**config.mk**
```make
export PLATFORM = sky130hd
export DESIGN_NAME = fpm_vr_fault_protection_manager
export DESIGN_NICKNAME = d
export VERILOG_FILES = /design/src/pkg/fpm_pkg.sv /design/src/rtl/fpm_vr_fault_protection_manager.sv
export VERILOG_INCLUDE_DIRS = /design/src /design/src/pkg
export SDC_FILE = /design/constraint.sdc
export NUM_CORES = 2
export LEC_CHECK = 0
export BUFFER_PORTS_ARGS = -buffer_cell sky130_fd_sc_hd__buf_4
export CORE_ASPECT_RATIO = 0.75
export CORE_MARGIN = 1
export CORE_UTILIZATION = 62
export CTS_CLUSTER_DIAMETER = 120
export DETAILED_ROUTE_END_ITERATION = 16
export PLACE_DENSITY_LB_ADDON = 0.15
export SKIP_CTS_REPAIR_TIMING = 1
export SLEW_MARGIN = 20
export SYNTH_ARGS = -nofsm -noshare
export SYNTH_HDL_FRONTEND = slang
export SYNTH_SLANG_ARGS = --single-unit
```
**constraint.sdc**
```tcl
create_clock -name aclk -period 6 [get_ports aclk]
set_input_delay 0.9 -clock aclk [delete_from_list [all_inputs] [get_ports aclk]]
set_output_delay 0.9 -clock aclk [all_outputs]
set_load 0.005 [all_outputs]
```
**src/pkg/fpm_params.svh**
```systemverilog
/*
 fault protection manager constants: register offsets, field positions,
 reset values and timing counts. assumes a 10 MHz clock.
*/
`ifndef FPM_PARAMS_SVH
`define FPM_PARAMS_SVH
`define FPM_A_CTRL    8'h00
`define FPM_A_OVCFG   8'h04
`define FPM_A_RESP    8'h08
`define FPM_A_OCLIM   8'h0C
`define FPM_A_OCWARN  8'h10
`define FPM_A_OT      8'h14
`define FPM_A_WARN    8'h18
`define FPM_A_PHLIM   8'h1C
`define FPM_A_SETPT   8'h20
`define FPM_A_STATUS  8'h24
`define FPM_C_GFE     0
`define FPM_C_FIXALL  1
`define FPM_C_OVREL   2
`define FPM_C_UVCMP   3
`define FPM_C_STACT   4
`define FPM_C_CLR     6
`define FPM_R_CTRL    32'h0000_0001
`define FPM_R_OVCFG   32'h0000_0000
`define FPM_R_RESP    32'hC0F8_8080
`define FPM_R_OCLIM   32'h00FF_01FF
`define FPM_R_OCWARN  32'h00FF_01FF
`define FPM_R_OT      32'h0000_7D64
`define FPM_R_WARN    32'h0000_0008
`define FPM_R_PHLIM   32'h0000_00FE
`define FPM_R_SETPT   32'h0384_0384
`define FPM_OV_REL_MV 16'd248
`define FPM_UV_FIX_MV 16'd248
`define FPM_REL_STEP  16'd50
`define FPM_CLK_NS    100
`define FPM_STEP_NS   5000
`define FPM_STEP_CYC  (`FPM_STEP_NS / `FPM_CLK_NS)
`define FPM_HIC_US    1000
`define FPM_HIC_CYC   ((`FPM_HIC_US * 1000) / `FPM_CLK_NS)
`define FPM_HIC_MAX   3'd6
`endif

```
**src/pkg/fpm_pkg.sv**
```systemverilog
/*
 fault protection manager types.
 assumes fpm_params.svh for numeric constants.
*/
package fpm_pkg;
   typedef struct packed {
      logic        en;
      logic        ss_done;
      logic        dynamic_voltage_change_up;
      logic        dynamic_voltage_change_down;
      logic        stage_rail;
      logic [15:0] vout_mv;
      logic [9:0]  iout_a;
      logic [9:0]  isum_a;
   } fpm_loop_in_t;
   typedef struct packed {
      logic run;
      logic low_side_on;
      logic hiccup;
   } fpm_loop_out_t;
   typedef enum logic [2:0] {FLT_OV, FLT_UV, FLT_OC, FLT_OT, FLT_ST} fpm_flt_t;
   typedef struct packed {
      logic              aw_f, w_f, b_v, r_v, b_err, r_err;
      logic [7:0]        aw_a;
      logic [31:0]       w_d;
      logic [3:0]        w_s;
      logic [31:0]       r_d;
      logic [8:0][31:0]  regs;
      logic [1:0][4:0]   sts;
      logic [1:0]        en_prev, latch, clamp, ot_hold, hic, wpin;
      logic [1:0][10:0]  oc_cnt;
      logic [1:0][23:0]  hic_cnt;
      logic [1:0][2:0]   retries;
      logic              hot;
      logic [1:0][21:0]  wrel_cnt;
   } fpm_state_t;
endpackage

```
**src/rtl/fpm_vr_fault_protection_manager.sv**
```systemverilog
/*
 fault protection manager for a dual-loop buck controller with an
 AXI4-Lite register slave. assumes sensed values arrive synchronous to
 aclk in mV, A and degrees C.
*/
`timescale 1ns/10ps
`include "fpm_params.svh"
module fpm_vr_fault_protection_manager #(
   parameter int unsigned HIC_CYC = `FPM_HIC_CYC
) (
   // clock and reset
   input  wire logic                  aclk,
   input  wire logic                  aresetn,
   // axi4-lite write
   input  wire logic [7:0]            s_axi_awaddr,
   input  wire logic                  s_axi_awvalid,
   output logic                       s_axi_awready,
   input  wire logic [31:0]           s_axi_wdata,
   input  wire logic [3:0]            s_axi_wstrb,
   input  wire logic                  s_axi_wvalid,
   output logic                       s_axi_wready,
   output logic [1:0]                 s_axi_bresp,
   output logic                       s_axi_bvalid,
   input  wire logic                  s_axi_bready,
   // axi4-lite read
   input  wire logic [7:0]            s_axi_araddr,
   input  wire logic                  s_axi_arvalid,
   output logic                       s_axi_arready,
   output logic [31:0]                s_axi_rdata,
   output logic [1:0]                 s_axi_rresp,
   output logic                       s_axi_rvalid,
   input  wire logic                  s_axi_rready,
   // loops
   input  fpm_pkg::fpm_loop_in_t      loop_in [2],
   output fpm_pkg::fpm_loop_out_t     loop_out [2],
   // phases
   input  wire logic [3:0][7:0]       phase_current,
   input  wire logic [3:0]            pwm_in,
   output logic [3:0]                 pwm_out,
   // temperature and warnings
   input  wire logic [1:0][8:0]       temp_sense_input,
   output logic                       hot_warning_n,
   output logic [1:0]                 oc_warn_n,
   output logic                       smb_alert_n
);
   import fpm_pkg::*;

   fpm_state_t s_q, s_d;

   ////////////////////////////////////////////////////////////////////////
   function automatic logic [31:0] merge(input logic [31:0] o,
                                         input logic [31:0] n,
                                         input logic [3:0] st);
      logic [31:0] r;
      r = o;
      for (int b = 0; b < 4; b++) begin
         if (st[b]) begin
            r[8*b +: 8] = n[8*b +: 8];
         end
      end
      return r;
   endfunction

   function automatic logic [3:0] reg_idx(input logic [7:0] a);
      return a[5:2];
   endfunction

   // relative offset: 50 mV per code step, code 0 is 50 mV
   function automatic logic [15:0] rel_mv(input logic [2:0] c);
      return 16'(({13'd0, c} + 16'd1) * `FPM_REL_STEP);
   endfunction

   ////////////////////////////////////////////////////////////////////////
   logic [31:0] ctrl, ovcfg, resp, oclim, ocwarn, otr, warnr, phlim, setpt;
   logic [8:0]  tmax;
   logic [1:0]  off_own, warn_flag;
   logic [1:0]  run_v;

   always_comb begin
      ctrl   = s_q.regs[0];
      ovcfg  = s_q.regs[1];
      resp   = s_q.regs[2];
      oclim  = s_q.regs[3];
      ocwarn = s_q.regs[4];
      otr    = s_q.regs[5];
      warnr  = s_q.regs[6];
      phlim  = s_q.regs[7];
      setpt  = s_q.regs[8];
      tmax = (temp_sense_input[0] > temp_sense_input[1]) ?
             temp_sense_input[0] : temp_sense_input[1];
      for (int l = 0; l < 2; l++) begin
         off_own[l] = s_q.latch[l] | s_q.hic[l] | s_q.ot_hold[l] |
                      (loop_in[l].stage_rail &
                       ctrl[`FPM_C_STACT +: 2] == 2'd1);
      end
      for (int l = 0; l < 2; l++) begin
         run_v[l] = loop_in[l].en &
                    !(ctrl[`FPM_C_GFE] ? |off_own : off_own[l]);
      end
      warn_flag[0] = {1'b0, loop_in[0].isum_a} > {ocwarn[8:0], 1'b0};
      warn_flag[1] = {1'b0, loop_in[1].isum_a} > {ocwarn[24:16], 1'b0};
   end

   ////////////////////////////////////////////////////////////////////////
   logic [15:0] thr, vo, sp;
   logic        fixed_on, ov, uv, oc_over, trip;
   logic [10:0] oc_dly;
   logic [9:0]  lim2;
   logic [1:0]  sel;
   logic        src;
   logic [21:0] rel;

   always_comb begin
      s_d = s_q;
      thr = 16'h0000;
      vo = 16'h0000;
      sp = 16'h0000;
      fixed_on = 1'b0;
      ov = 1'b0;
      uv = 1'b0;
      oc_over = 1'b0;
      trip = 1'b0;
      lim2 = 10'h000;
      sel = 2'h0;
      src = 1'b0;
      oc_dly = 11'(otr[20:16] * `FPM_STEP_CYC);
      rel = 22'(warnr[31:16] * `FPM_STEP_CYC);
      // clear command stands for the one cycle after its write
      s_d.regs[0][`FPM_C_CLR] = 1'b0;
      // write channel, address and data in either order
      if (s_axi_awvalid && s_axi_awready) begin
         s_d.aw_f = 1'b1;
         s_d.aw_a = s_axi_awaddr;
      end
      if (s_axi_wvalid && s_axi_wready) begin
         s_d.w_f = 1'b1;
         s_d.w_d = s_axi_wdata;
         s_d.w_s = s_axi_wstrb;
      end
      if (s_q.aw_f && s_q.w_f) begin
         s_d.aw_f = 1'b0;
         s_d.w_f = 1'b0;
         s_d.b_v = 1'b1;
         s_d.b_err = 1'b0;
         if (s_q.aw_a[1:0] != 2'b00 || reg_idx(s_q.aw_a) > 4'd9) begin
            s_d.b_err = 1'b1;
         end else if (reg_idx(s_q.aw_a) < 4'd9) begin
            s_d.regs[reg_idx(s_q.aw_a)] =
               merge(s_q.regs[reg_idx(s_q.aw_a)], s_q.w_d, s_q.w_s);
         end
      end
      if (s_q.b_v && s_axi_bready) begin
         s_d.b_v = 1'b0;
      end
      if (s_axi_arvalid && s_axi_arready) begin
         s_d.r_v = 1'b1;
         s_d.r_err = 1'b0;
         s_d.r_d = 32'h0000_0000;
         if (s_axi_araddr[1:0] != 2'b00 || reg_idx(s_axi_araddr) > 4'd9) begin
            s_d.r_err = 1'b1;
         end else if (reg_idx(s_axi_araddr) == 4'd9) begin
            s_d.r_d = {15'd0, s_q.hot, s_q.hic, s_q.latch, s_q.clamp,
                       s_q.sts[1], s_q.sts[0]};
         end else begin
            s_d.r_d = s_q.regs[reg_idx(s_axi_araddr)];
         end
      end
      if (s_q.r_v && s_axi_rready) begin
         s_d.r_v = 1'b0;
      end

      // per-loop protection
      for (int l = 0; l < 2; l++) begin
         vo = loop_in[l].vout_mv;
         sp = setpt[16*l +: 16];
         s_d.en_prev[l] = loop_in[l].en;
         if (ctrl[`FPM_C_CLR] || (loop_in[l].en && !s_q.en_prev[l])) begin
            s_d.sts[l] = 5'b00000;
         end
         if (loop_in[l].en && !s_q.en_prev[l]) begin
            s_d.latch[l] = 1'b0;
            s_d.clamp[l] = 1'b0;
            s_d.retries[l] = 3'd0;
         end
         case (ovcfg[1:0])
            2'd0:    thr = 16'd2500;
            2'd1:    thr = 16'd1200;
            2'd2:    thr = 16'd1275;
            default: thr = 16'd1350;
         endcase
         fixed_on = !loop_in[l].en || !loop_in[l].ss_done ||
                    ctrl[`FPM_C_FIXALL];
         if (!fixed_on) begin
            thr = sp + rel_mv(ovcfg[4:2]);
         end
         ov = (vo > thr) && !loop_in[l].dynamic_voltage_change_down;
         if (ov) begin
            s_d.sts[l][FLT_OV] = 1'b1;
            if (resp[7]) begin
               s_d.clamp[l] = 1'b1;
               s_d.latch[l] = 1'b1;
            end
         end else if (s_q.clamp[l] && ctrl[`FPM_C_OVREL] &&
                      vo < `FPM_OV_REL_MV) begin
            s_d.clamp[l] = 1'b0;
         end
         uv = ctrl[`FPM_C_UVCMP] ?
              ({1'b0, vo} + {1'b0, rel_mv(ovcfg[7:5])} < {1'b0, sp}) :
              (vo < `FPM_UV_FIX_MV);
         if (uv && loop_in[l].ss_done && resp[15:8] != 8'h00) begin
            s_d.sts[l][FLT_UV] = 1'b1;
            s_d.latch[l] = 1'b1;
         end
         lim2 = (l == 0) ? {oclim[8:0], 1'b0} : {1'b0, oclim[23:16], 1'b0};
         oc_over = loop_in[l].iout_a > lim2 && loop_in[l].ss_done &&
                   !loop_in[l].dynamic_voltage_change_up && run_v[l];
         if (!oc_over) begin
            s_d.oc_cnt[l] = 11'd0;
         end else if (s_q.oc_cnt[l] >= oc_dly) begin
            trip = 1'b1;
            s_d.oc_cnt[l] = 11'd0;
         end else begin
            s_d.oc_cnt[l] = s_q.oc_cnt[l] + 11'd1;
         end
         if (trip) begin
            s_d.sts[l][FLT_OC] = 1'b1;
            case (resp[23:16])
               8'hC0: s_d.latch[l] = 1'b1;
               8'hF8: s_d.hic[l] = 1'b1;
               8'hF0: begin
                  if (s_q.retries[l] == `FPM_HIC_MAX) begin
                     s_d.latch[l] = 1'b1;
                  end else begin
                     s_d.hic[l] = 1'b1;
                     s_d.retries[l] = s_q.retries[l] + 3'd1;
                  end
               end
               default: s_d.latch[l] = 1'b1;
            endcase
         end
         trip = 1'b0;
         if (s_q.hic[l]) begin
            if (s_q.hic_cnt[l] >= 24'(HIC_CYC - 1)) begin
               s_d.hic[l] = 1'b0;
               s_d.hic_cnt[l] = 24'd0;
            end else begin
               s_d.hic_cnt[l] = s_q.hic_cnt[l] + 24'd1;
            end
         end
         if (tmax > {1'b0, otr[15:8]}) begin
            s_d.sts[l][FLT_OT] = 1'b1;
            case (resp[31:24])
               8'h80:   s_d.latch[l] = 1'b1;
               8'hC0:   s_d.ot_hold[l] = 1'b1;
               default: s_d.ot_hold[l] = s_q.ot_hold[l];
            endcase
         end else if (tmax < {1'b0, otr[15:8]}) begin
            s_d.ot_hold[l] = 1'b0;
         end
         if (loop_in[l].stage_rail) begin
            s_d.sts[l][FLT_ST] = 1'b1;
            if (ctrl[`FPM_C_STACT +: 2] == 2'd0) begin
               s_d.latch[l] = 1'b1;
            end
         end
      end

      // hot warning with 95 percent release
      if (tmax > {1'b0, otr[7:0]}) begin
         s_d.hot = 1'b1;
      end else if (15'(tmax * 20) < 15'(otr[7:0] * 19)) begin
         s_d.hot = 1'b0;
      end

      // warning pins
      for (int p = 0; p < 2; p++) begin
         sel = warnr[2*p +: 2];
         case (sel)
            2'd0:    src = warn_flag[0];
            2'd1:    src = warn_flag[1];
            2'd2:    src = |warn_flag;
            default: src = 1'b0;
         endcase
         if (src) begin
            s_d.wpin[p] = 1'b1;
            s_d.wrel_cnt[p] = 22'd0;
         end else if (s_q.wpin[p]) begin
            if (s_q.wrel_cnt[p] >= rel) begin
               s_d.wpin[p] = 1'b0;
               s_d.wrel_cnt[p] = 22'd0;
            end else begin
               s_d.wrel_cnt[p] = s_q.wrel_cnt[p] + 22'd1;
            end
         end
      end
   end

   ////////////////////////////////////////////////////////////////////////
   always_ff @(posedge aclk) begin
      if (!aresetn) begin
         s_q <= '0;
         s_q.regs[0] <= `FPM_R_CTRL;
         s_q.regs[1] <= `FPM_R_OVCFG;
         s_q.regs[2] <= `FPM_R_RESP;
         s_q.regs[3] <= `FPM_R_OCLIM;
         s_q.regs[4] <= `FPM_R_OCWARN;
         s_q.regs[5] <= `FPM_R_OT;
         s_q.regs[6] <= `FPM_R_WARN;
         s_q.regs[7] <= `FPM_R_PHLIM;
         s_q.regs[8] <= `FPM_R_SETPT;
      end else begin
         s_q <= s_d;
      end
   end

   ////////////////////////////////////////////////////////////////////////
   always_comb begin
      s_axi_awready = !s_q.aw_f && !s_q.b_v;
      s_axi_wready  = !s_q.w_f && !s_q.b_v;
      s_axi_bvalid  = s_q.b_v;
      s_axi_bresp   = s_q.b_err ? 2'b10 : 2'b00;
      s_axi_arready = !s_q.r_v;
      s_axi_rvalid  = s_q.r_v;
      s_axi_rdata   = s_q.r_d;
      s_axi_rresp   = s_q.r_err ? 2'b10 : 2'b00;
      for (int l = 0; l < 2; l++) begin
         loop_out[l].run = run_v[l];
         loop_out[l].low_side_on = s_q.clamp[l];
         loop_out[l].hiccup = s_q.hic[l];
      end
      for (int i = 0; i < 4; i++) begin
         pwm_out[i] = pwm_in[i] && !(phase_current[i] > phlim[7:0]);
      end
      hot_warning_n = !s_q.hot;
      oc_warn_n = ~s_q.wpin;
      smb_alert_n = !(|s_q.sts);
   end
endmodule

```
**Word-level counts from Yosys, hierarchy flattened**

Cells that the tools add are included.

- Register bits: 510
- Output and inout bits: 55
- Bits of input ports: 195

- Equal/unequal tests: 15
- Magnitude comparators: 31
- Multiplexer cells: 118
- $add $sub $neg: 14
- Bitwise operators: 17
- Multipliers: 6
- Reductions and logical operators: 93

Operator list:

| kind | count |
|---|---|
| $bwmux 288 | 1 |
| $bmux 32 s4 | 2 |
| $mux 32 | 5 |
| $demux 32 s4 | 1 |
| $mux 8 | 16 |
| $mux 1 | 67 |
| $add 24x1->24 const B | 2 |
| $ge 24x14->1 const B | 2 |
| $mux 24 | 2 |
| $add 22x1->22 const B | 2 |
| $ge 22x22->1 | 2 |
| $mux 22 | 2 |
| $pmux 12 s3 | 1 |
| $lt 17x16->1 | 2 |
| $eq 8x8->1 const B | 4 |
| $gt 16x16->1 | 2 |
| $gt 8x8->1 | 4 |
| $lt 16x8->1 const B | 2 |
| $mux 16 | 2 |
| $logic_and 1x1->1 | 31 |
| $gt 10x10->1 | 3 |
| $reduce_bool 2->1 | 14 |
| $mux 3 | 8 |
| $add 11x1->11 const B | 2 |
| other kinds (45) | 115 |

**Logic depth before layout (Yosys ltp)**

- Depth after elaboration: 15
- Gate-level depth with buffers: 25

**Worst setup path before layout**

Ideal clock, no wire load.

- Kind: in2reg
- Start: in temp_sense_input[12] (netlist name)
- End: reg s_q[44] (netlist name)
- Cell stages on the path: 24
- Data arrival time: 4.935 ns
- Required time: 5.861 ns
- Library setup time: 0.139 ns
- Path buffers: 1
- Setup slack: 0.926 ns
- Cell sequence: inv_1 -> ha_1 -> a21oi_1 -> a211oi_1 -> a211oi_1 -> a21o_1 -> clkbuf_1 -> mux2_2 -> ha_1 -> ha_1 -> inv_1 -> fa_1 -> inv_1 -> a21o_1 -> a21oi_1 -> o21bai_1 -> a21oi_1 -> xnor2_1 -> ha_1 -> a21o_1 -> a21oi_1 -> o21ai_0 -> o211ai_1 -> o221ai_1

- Word-level cells in the longest chain between the ends: 5

RTL lines:

| what | RTL line | RTL |
|---|---|---|
| from (decl) | fpm_vr_fault_protection_manager.sv:41 | `input wire logic [1:0][8:0] temp_sense_input,` |
| $gt 9x9->1 | fpm_vr_fault_protection_manager.sv:89 | `tmax = (temp_sense_input[0] > temp_sense_input[1]) ?` |
| $mux 9 (*) | fpm_vr_fault_protection_manager.sv:89 |  |
| $mul 9x3->12 | fpm_vr_fault_protection_manager.sv:271 | `end else if (15'(tmax * 20) < 15'(otr[7:0] * 19)) begin` |
| $lt 14x13->1 | fpm_vr_fault_protection_manager.sv:271 |  |
| $reduce_bool 2->1 (no line) | -- |  |
| to (decl) | fpm_vr_fault_protection_manager.sv:48 | `fpm_state_t s_q, s_d;` |

Mark *: on every way between the ends. The rest lies on a longest branch, timed or not.
A chain may end at the register's enable or synchronous reset.

**Final worst setup path**

- Start: reg s_q, in the netlist ovcfg[2]
- End: reg s_q[129] (netlist name)

- Word-level cells in the longest chain between the ends: 15

RTL lines:

| what | RTL line | RTL |
|---|---|---|
| $add 3x1->4 (*) | fpm_vr_fault_protection_manager.sv:70 | `` return 16'(({13'd0, c} + 16'd1) * `FPM_REL_STEP); `` |
| $mul 4x5->9 (no line) (*) | -- |  |
| $add 16x16->16 (*) | fpm_vr_fault_protection_manager.sv:194 | `thr = sp + rel_mv(ovcfg[4:2]);` |
| $mux 16 (*) | fpm_vr_fault_protection_manager.sv:193 | `if (!fixed_on) begin` |
| $gt 16x16->1 (*) | fpm_vr_fault_protection_manager.sv:196 | `ov = (vo > thr) && !loop_in[l].dynamic_voltage_change_down;` |
| $logic_and 1x1->1 (*) | fpm_vr_fault_protection_manager.sv:196 |  |
| $mux 1 (*) | fpm_vr_fault_protection_manager.sv:197 | `if (ov) begin` |
| $mux 1 (*) | fpm_vr_fault_protection_manager.sv:210 | `if (uv && loop_in[l].ss_done && resp[15:8] != 8'h00) begin` |
| $mux 1 | fpm_vr_fault_protection_manager.sv:231 | `` if (s_q.retries[l] == `FPM_HIC_MAX) begin `` |
| $pmux 1 s2 | fpm_vr_fault_protection_manager.sv:227 | `case (resp[23:16])` |
| $mux 1 (*) | fpm_vr_fault_protection_manager.sv:225 | `if (trip) begin` |
| $mux 1 | fpm_vr_fault_protection_manager.sv:252 | `case (resp[31:24])` |
| $mux 1 (*) | fpm_vr_fault_protection_manager.sv:250 | `if (tmax > {1'b0, otr[15:8]}) begin` |
| $mux 1 | fpm_vr_fault_protection_manager.sv:262 | `` if (ctrl[`FPM_C_STACT +: 2] == 2'd0) begin `` |
| $mux 1 (*) | fpm_vr_fault_protection_manager.sv:260 | `if (loop_in[l].stage_rail) begin` |

Marked as above.

==> results.yml <==
floorplan:
  dieArea_sq_um: 57800
  dieWidth_microns: 277
  core_sq_um: 56000
  initial_core_util: 0.629
  rows: 75
  io_pins: 250
  die_h_microns: 209
drt:
  wire_per_inst_microns: 20.9
  drtPass1Iterations: 7
  drt_wl_total_mm: 106
  drtAntennaViolNets: 0
  drc_errors: 0
  vias: 31700
  drt-initial-drc-count: 3260
  via_per_inst: 6.26
placement:
  port_buffers: 243
  finalWeightedCongestion: 1.01
  post-dp-hpwl_mm: 77.5
layout:
  mostFrequentLayoutCell: "nand2_1"
  antenna_cells: 0
  final_nets: 4907
  syn2layout_area_growth_pct: 10.4
  final_cell_mix: "nand2_1, dfxtp_1, a21oi_1, ha_1, buf_4"
  layout-drive-gt1-share: 0.137
logic_synthesis:
  yosys-mux-area-fraction: 0.116
  yosysTopAreaCellShare: 0.290
  ys_types: 86
  synthArstFlopShare: 0
  synth-compound-area-share: 0.168
  synth-seq-area-share: 0.290
  netlist_instances: 4196
  synth-edff-count: 0
  ys_ff_latch: 510
  synth_top_flop_cell: "dfxtp_1"
  synthAdderAreaFrac: 0.153
  synth_top_family_by_area: "simple AND/OR/NAND/NOR gates"
  synth_xor_area_frac: 0.0320
  synth.cell_area_sq_um: 35300
  yosysWarningCount: 0
  synthTopCellsByArea: "dfxtp_1, ha_1, nand2_1, mux4_2, a21oi_1"
  synth_largest_area_cell: "dfxtp_1"
  yosys.area_share.simple: 0.180
  avgSynthCellArea_sq_um: 8.40
setup_path:
  crit_path_end: "s_q[129]$_SDFF_PN0_"
  reg2reg_depth: 19
  crit_start: "ovcfg[2]$_SDFFE_PN0P_"
  worstSetupPathType: "reg2reg"
  critPathMaxStageDelay_ns: 0.54
  crit_cells: 19
  critPathCaptureType: "register"
  path_buf_inv: 1
  worstSetupStartpointType: "register"
  r2r_slack_ns: 0.24
  crit_top_cell: "ha_1"
  crit_path_top_delay_cell: "dfxtp_1"
  reg2reg_to: "s_q[129]$_SDFF_PN0_"
  worstPathMaxFanout: 8
  worst_ep_required_time_ns: 6.45
  crit_chain: "ha_1 > xor2_1 > ha_1 > ha_1 > xor2_1 > ha_1 > or2_2 > a21oi_1 > inv_1 > a31oi_2 > xnor2_1 > a21oi_1 > ha_1 > and4_1 > a221o_1 > a221o_1 > o21ai_1 > o221a_1 > a31oi_1"
  rr_startpoint: "ovcfg[2]$_SDFFE_PN0P_"
  cp.arrival_ns: 6.21
  crit_family: "compound AO/OA/AOI/OAI gates"
timing:
  hold_violations: 0
  slew_viol_final: 0
  slew_headroom: 0.182
  fin_crit_sh: 0.960
  rsz0062_at_grt: "no"
  fmax_mhz: 174
  timing.hold.ws_ns: 0.456
  setup_viol: 0
  worst_slew_pin_slew_ns: 1.22
  finalSetupTns_ns: 0
  finClkSkew_ns: 0.0367
  fin_crit_ns: 5.76
pwr:
  p_leak_uw: 0.0163
  power.density_nw_per_um2: 201
  irDropWorstVdd_uv: 199
global_route:
  grt_pass1_vias: 29200
  grt-ovfl-total: 0
  grt_pass1_wl_mm: 164
  track_usage: 0.358
  grt_start_max_net_pins: 151
  antenna_found_initial: 2
cts:
  cts_buffer_depth: 3
  root_buffer: "clkbuf_16"
  cts_inserted_buffers: 50
  path_clk_slew_ns: 0.07
  h-tree-depth: 2
  cts.sinks: 510
  cts_tree: "yes"
  clock_latency_ns: 0.62
job:
  maxCapViolCount: 0
min_path:
  hold_class: "reg2reg"
run_status:
  status: "complete, no violations"
Yosys cell counts (19+ instances only):
cell / n
clkbuf_1: 148
mux4_2: 128
a41oi_1: 19
nand2_1: 804
dfxtp_1: 510
mux2i_1: 76
and2_1: 24
o21ai_1: 37
nand4_1: 40
a211oi_1: 21
nand3_1: 92
o211ai_1: 75
inv_1: 254
a22oi_1: 55
xnor2_1: 76
buf_4: 42
buf_1: 21
a21o_1: 54
a21oi_1: 412
fa_1: 22
and3_1: 39
nor3_1: 37
nor2_1: 249
nor4_1: 24
o21a_1: 30
nor2b_1: 38
ha_1: 397
nand2b_1: 28
buf_2: 32
xor2_1: 53
mux2_2: 38
o21ai_0: 121
how the worst min path moves through the flow:
| stage | cells past startpoint | to | slack, ns | start |
|---|---|---|---|---|
| after floorplan | 1 | s_q[110]$_SDFF_PP0_ | 0.42 | s_q[110]$_SDFF_PP0_ |
| after global placement | 1 | s_q[110]$_SDFF_PP0_ | 0.44 | s_q[110]$_SDFF_PP0_ |
| after detailed placement | 2 | s_q[487]$_SDFFE_PN0P_ | 0.45 | s_q[487]$_SDFFE_PN0P_ |
| after CTS | 2 | s_axi_rvalid$_SDFFE_PP0P_ | 0.45 | s_axi_rready |
| after global routing | 2 | s_axi_rvalid$_SDFFE_PP0P_ | 0.47 | s_axi_rready |
| final | 2 | s_q[487]$_SDFFE_PN0P_ | 0.46 | s_q[487]$_SDFFE_PN0P_ |
metal layers:
metal / vias up / routed length, microns / track usage
li1: 15100 / - / -
met2: 1611 / 44000 / 0.525
met4: 2 / 3420 / 0.119
met3: 225 / 12900 / 0.0922
met5: - / 12 / 0
met1: 14800 / 45500 / 0.510
registers in the layout (all words and copies together) (netlist names):
register / cells
ovcfg: 32
ocwarn: 32
setpt: 32
phlim: 32
warnr: 32
otr: 32
s_axi_rvalid: 1
resp: 32
s_axi_rdata: 32
ctrl: 32
oclim: 32
s_axi_bvalid: 1
s_q: 184
loop_out: 4
power by group:
part | internal [uW] | total, uW | switching, uW
sequential | 3420 | 3490 | 66.1
clock | 1810 | 3260 | 1450
combinational | 455 | 1100 | 643
total | 5690 | 7840 | 2150
stage by stage:
stage	power [uW]	worst slack, ns	area [sq um]	cells	util
global placement	4610	0.402	37300	4972	0.665
global route	8070	0.00833	38900	5061	0.695
CTS	7820	0.278	38900	5061	0.695
finish	7840	0.239	38900	5061	0.695
floorplan	4220	0.926	35300	4199	-
detailed placement	4630	0.357	37300	4972	0.665
worst min-delay path, delay by kind of cell (launching register included):
family	cells	cell delay, ns
AOI/OAI and AO/OA	1	0.05
DFF	1	0.31
and+or+nand+nor	1	0.05
cell families (layout without fill, tap and decap cells):
logic type,after synthesis,after routing
buffers and inverters,503,634
AO/OA/AOI/OAI,951,951
flip-flops,510,510
adder cells (fa/ha/maj),419,419
AND/OR/NAND/NOR,1439,1439
multiplexers,244,244
other,1,4
XOR/XNOR,129,129
area by class of cell:
class	count	area [sq um]
fill	4510	17100
tap	731	915
multi-input combinational	3186	23000
inverter	254	961
clock inverter	22	209
clock buffer	67	1440
timing repair buffer	291	2200
sequential	510	10200
(Power assumes the default switching activity.)
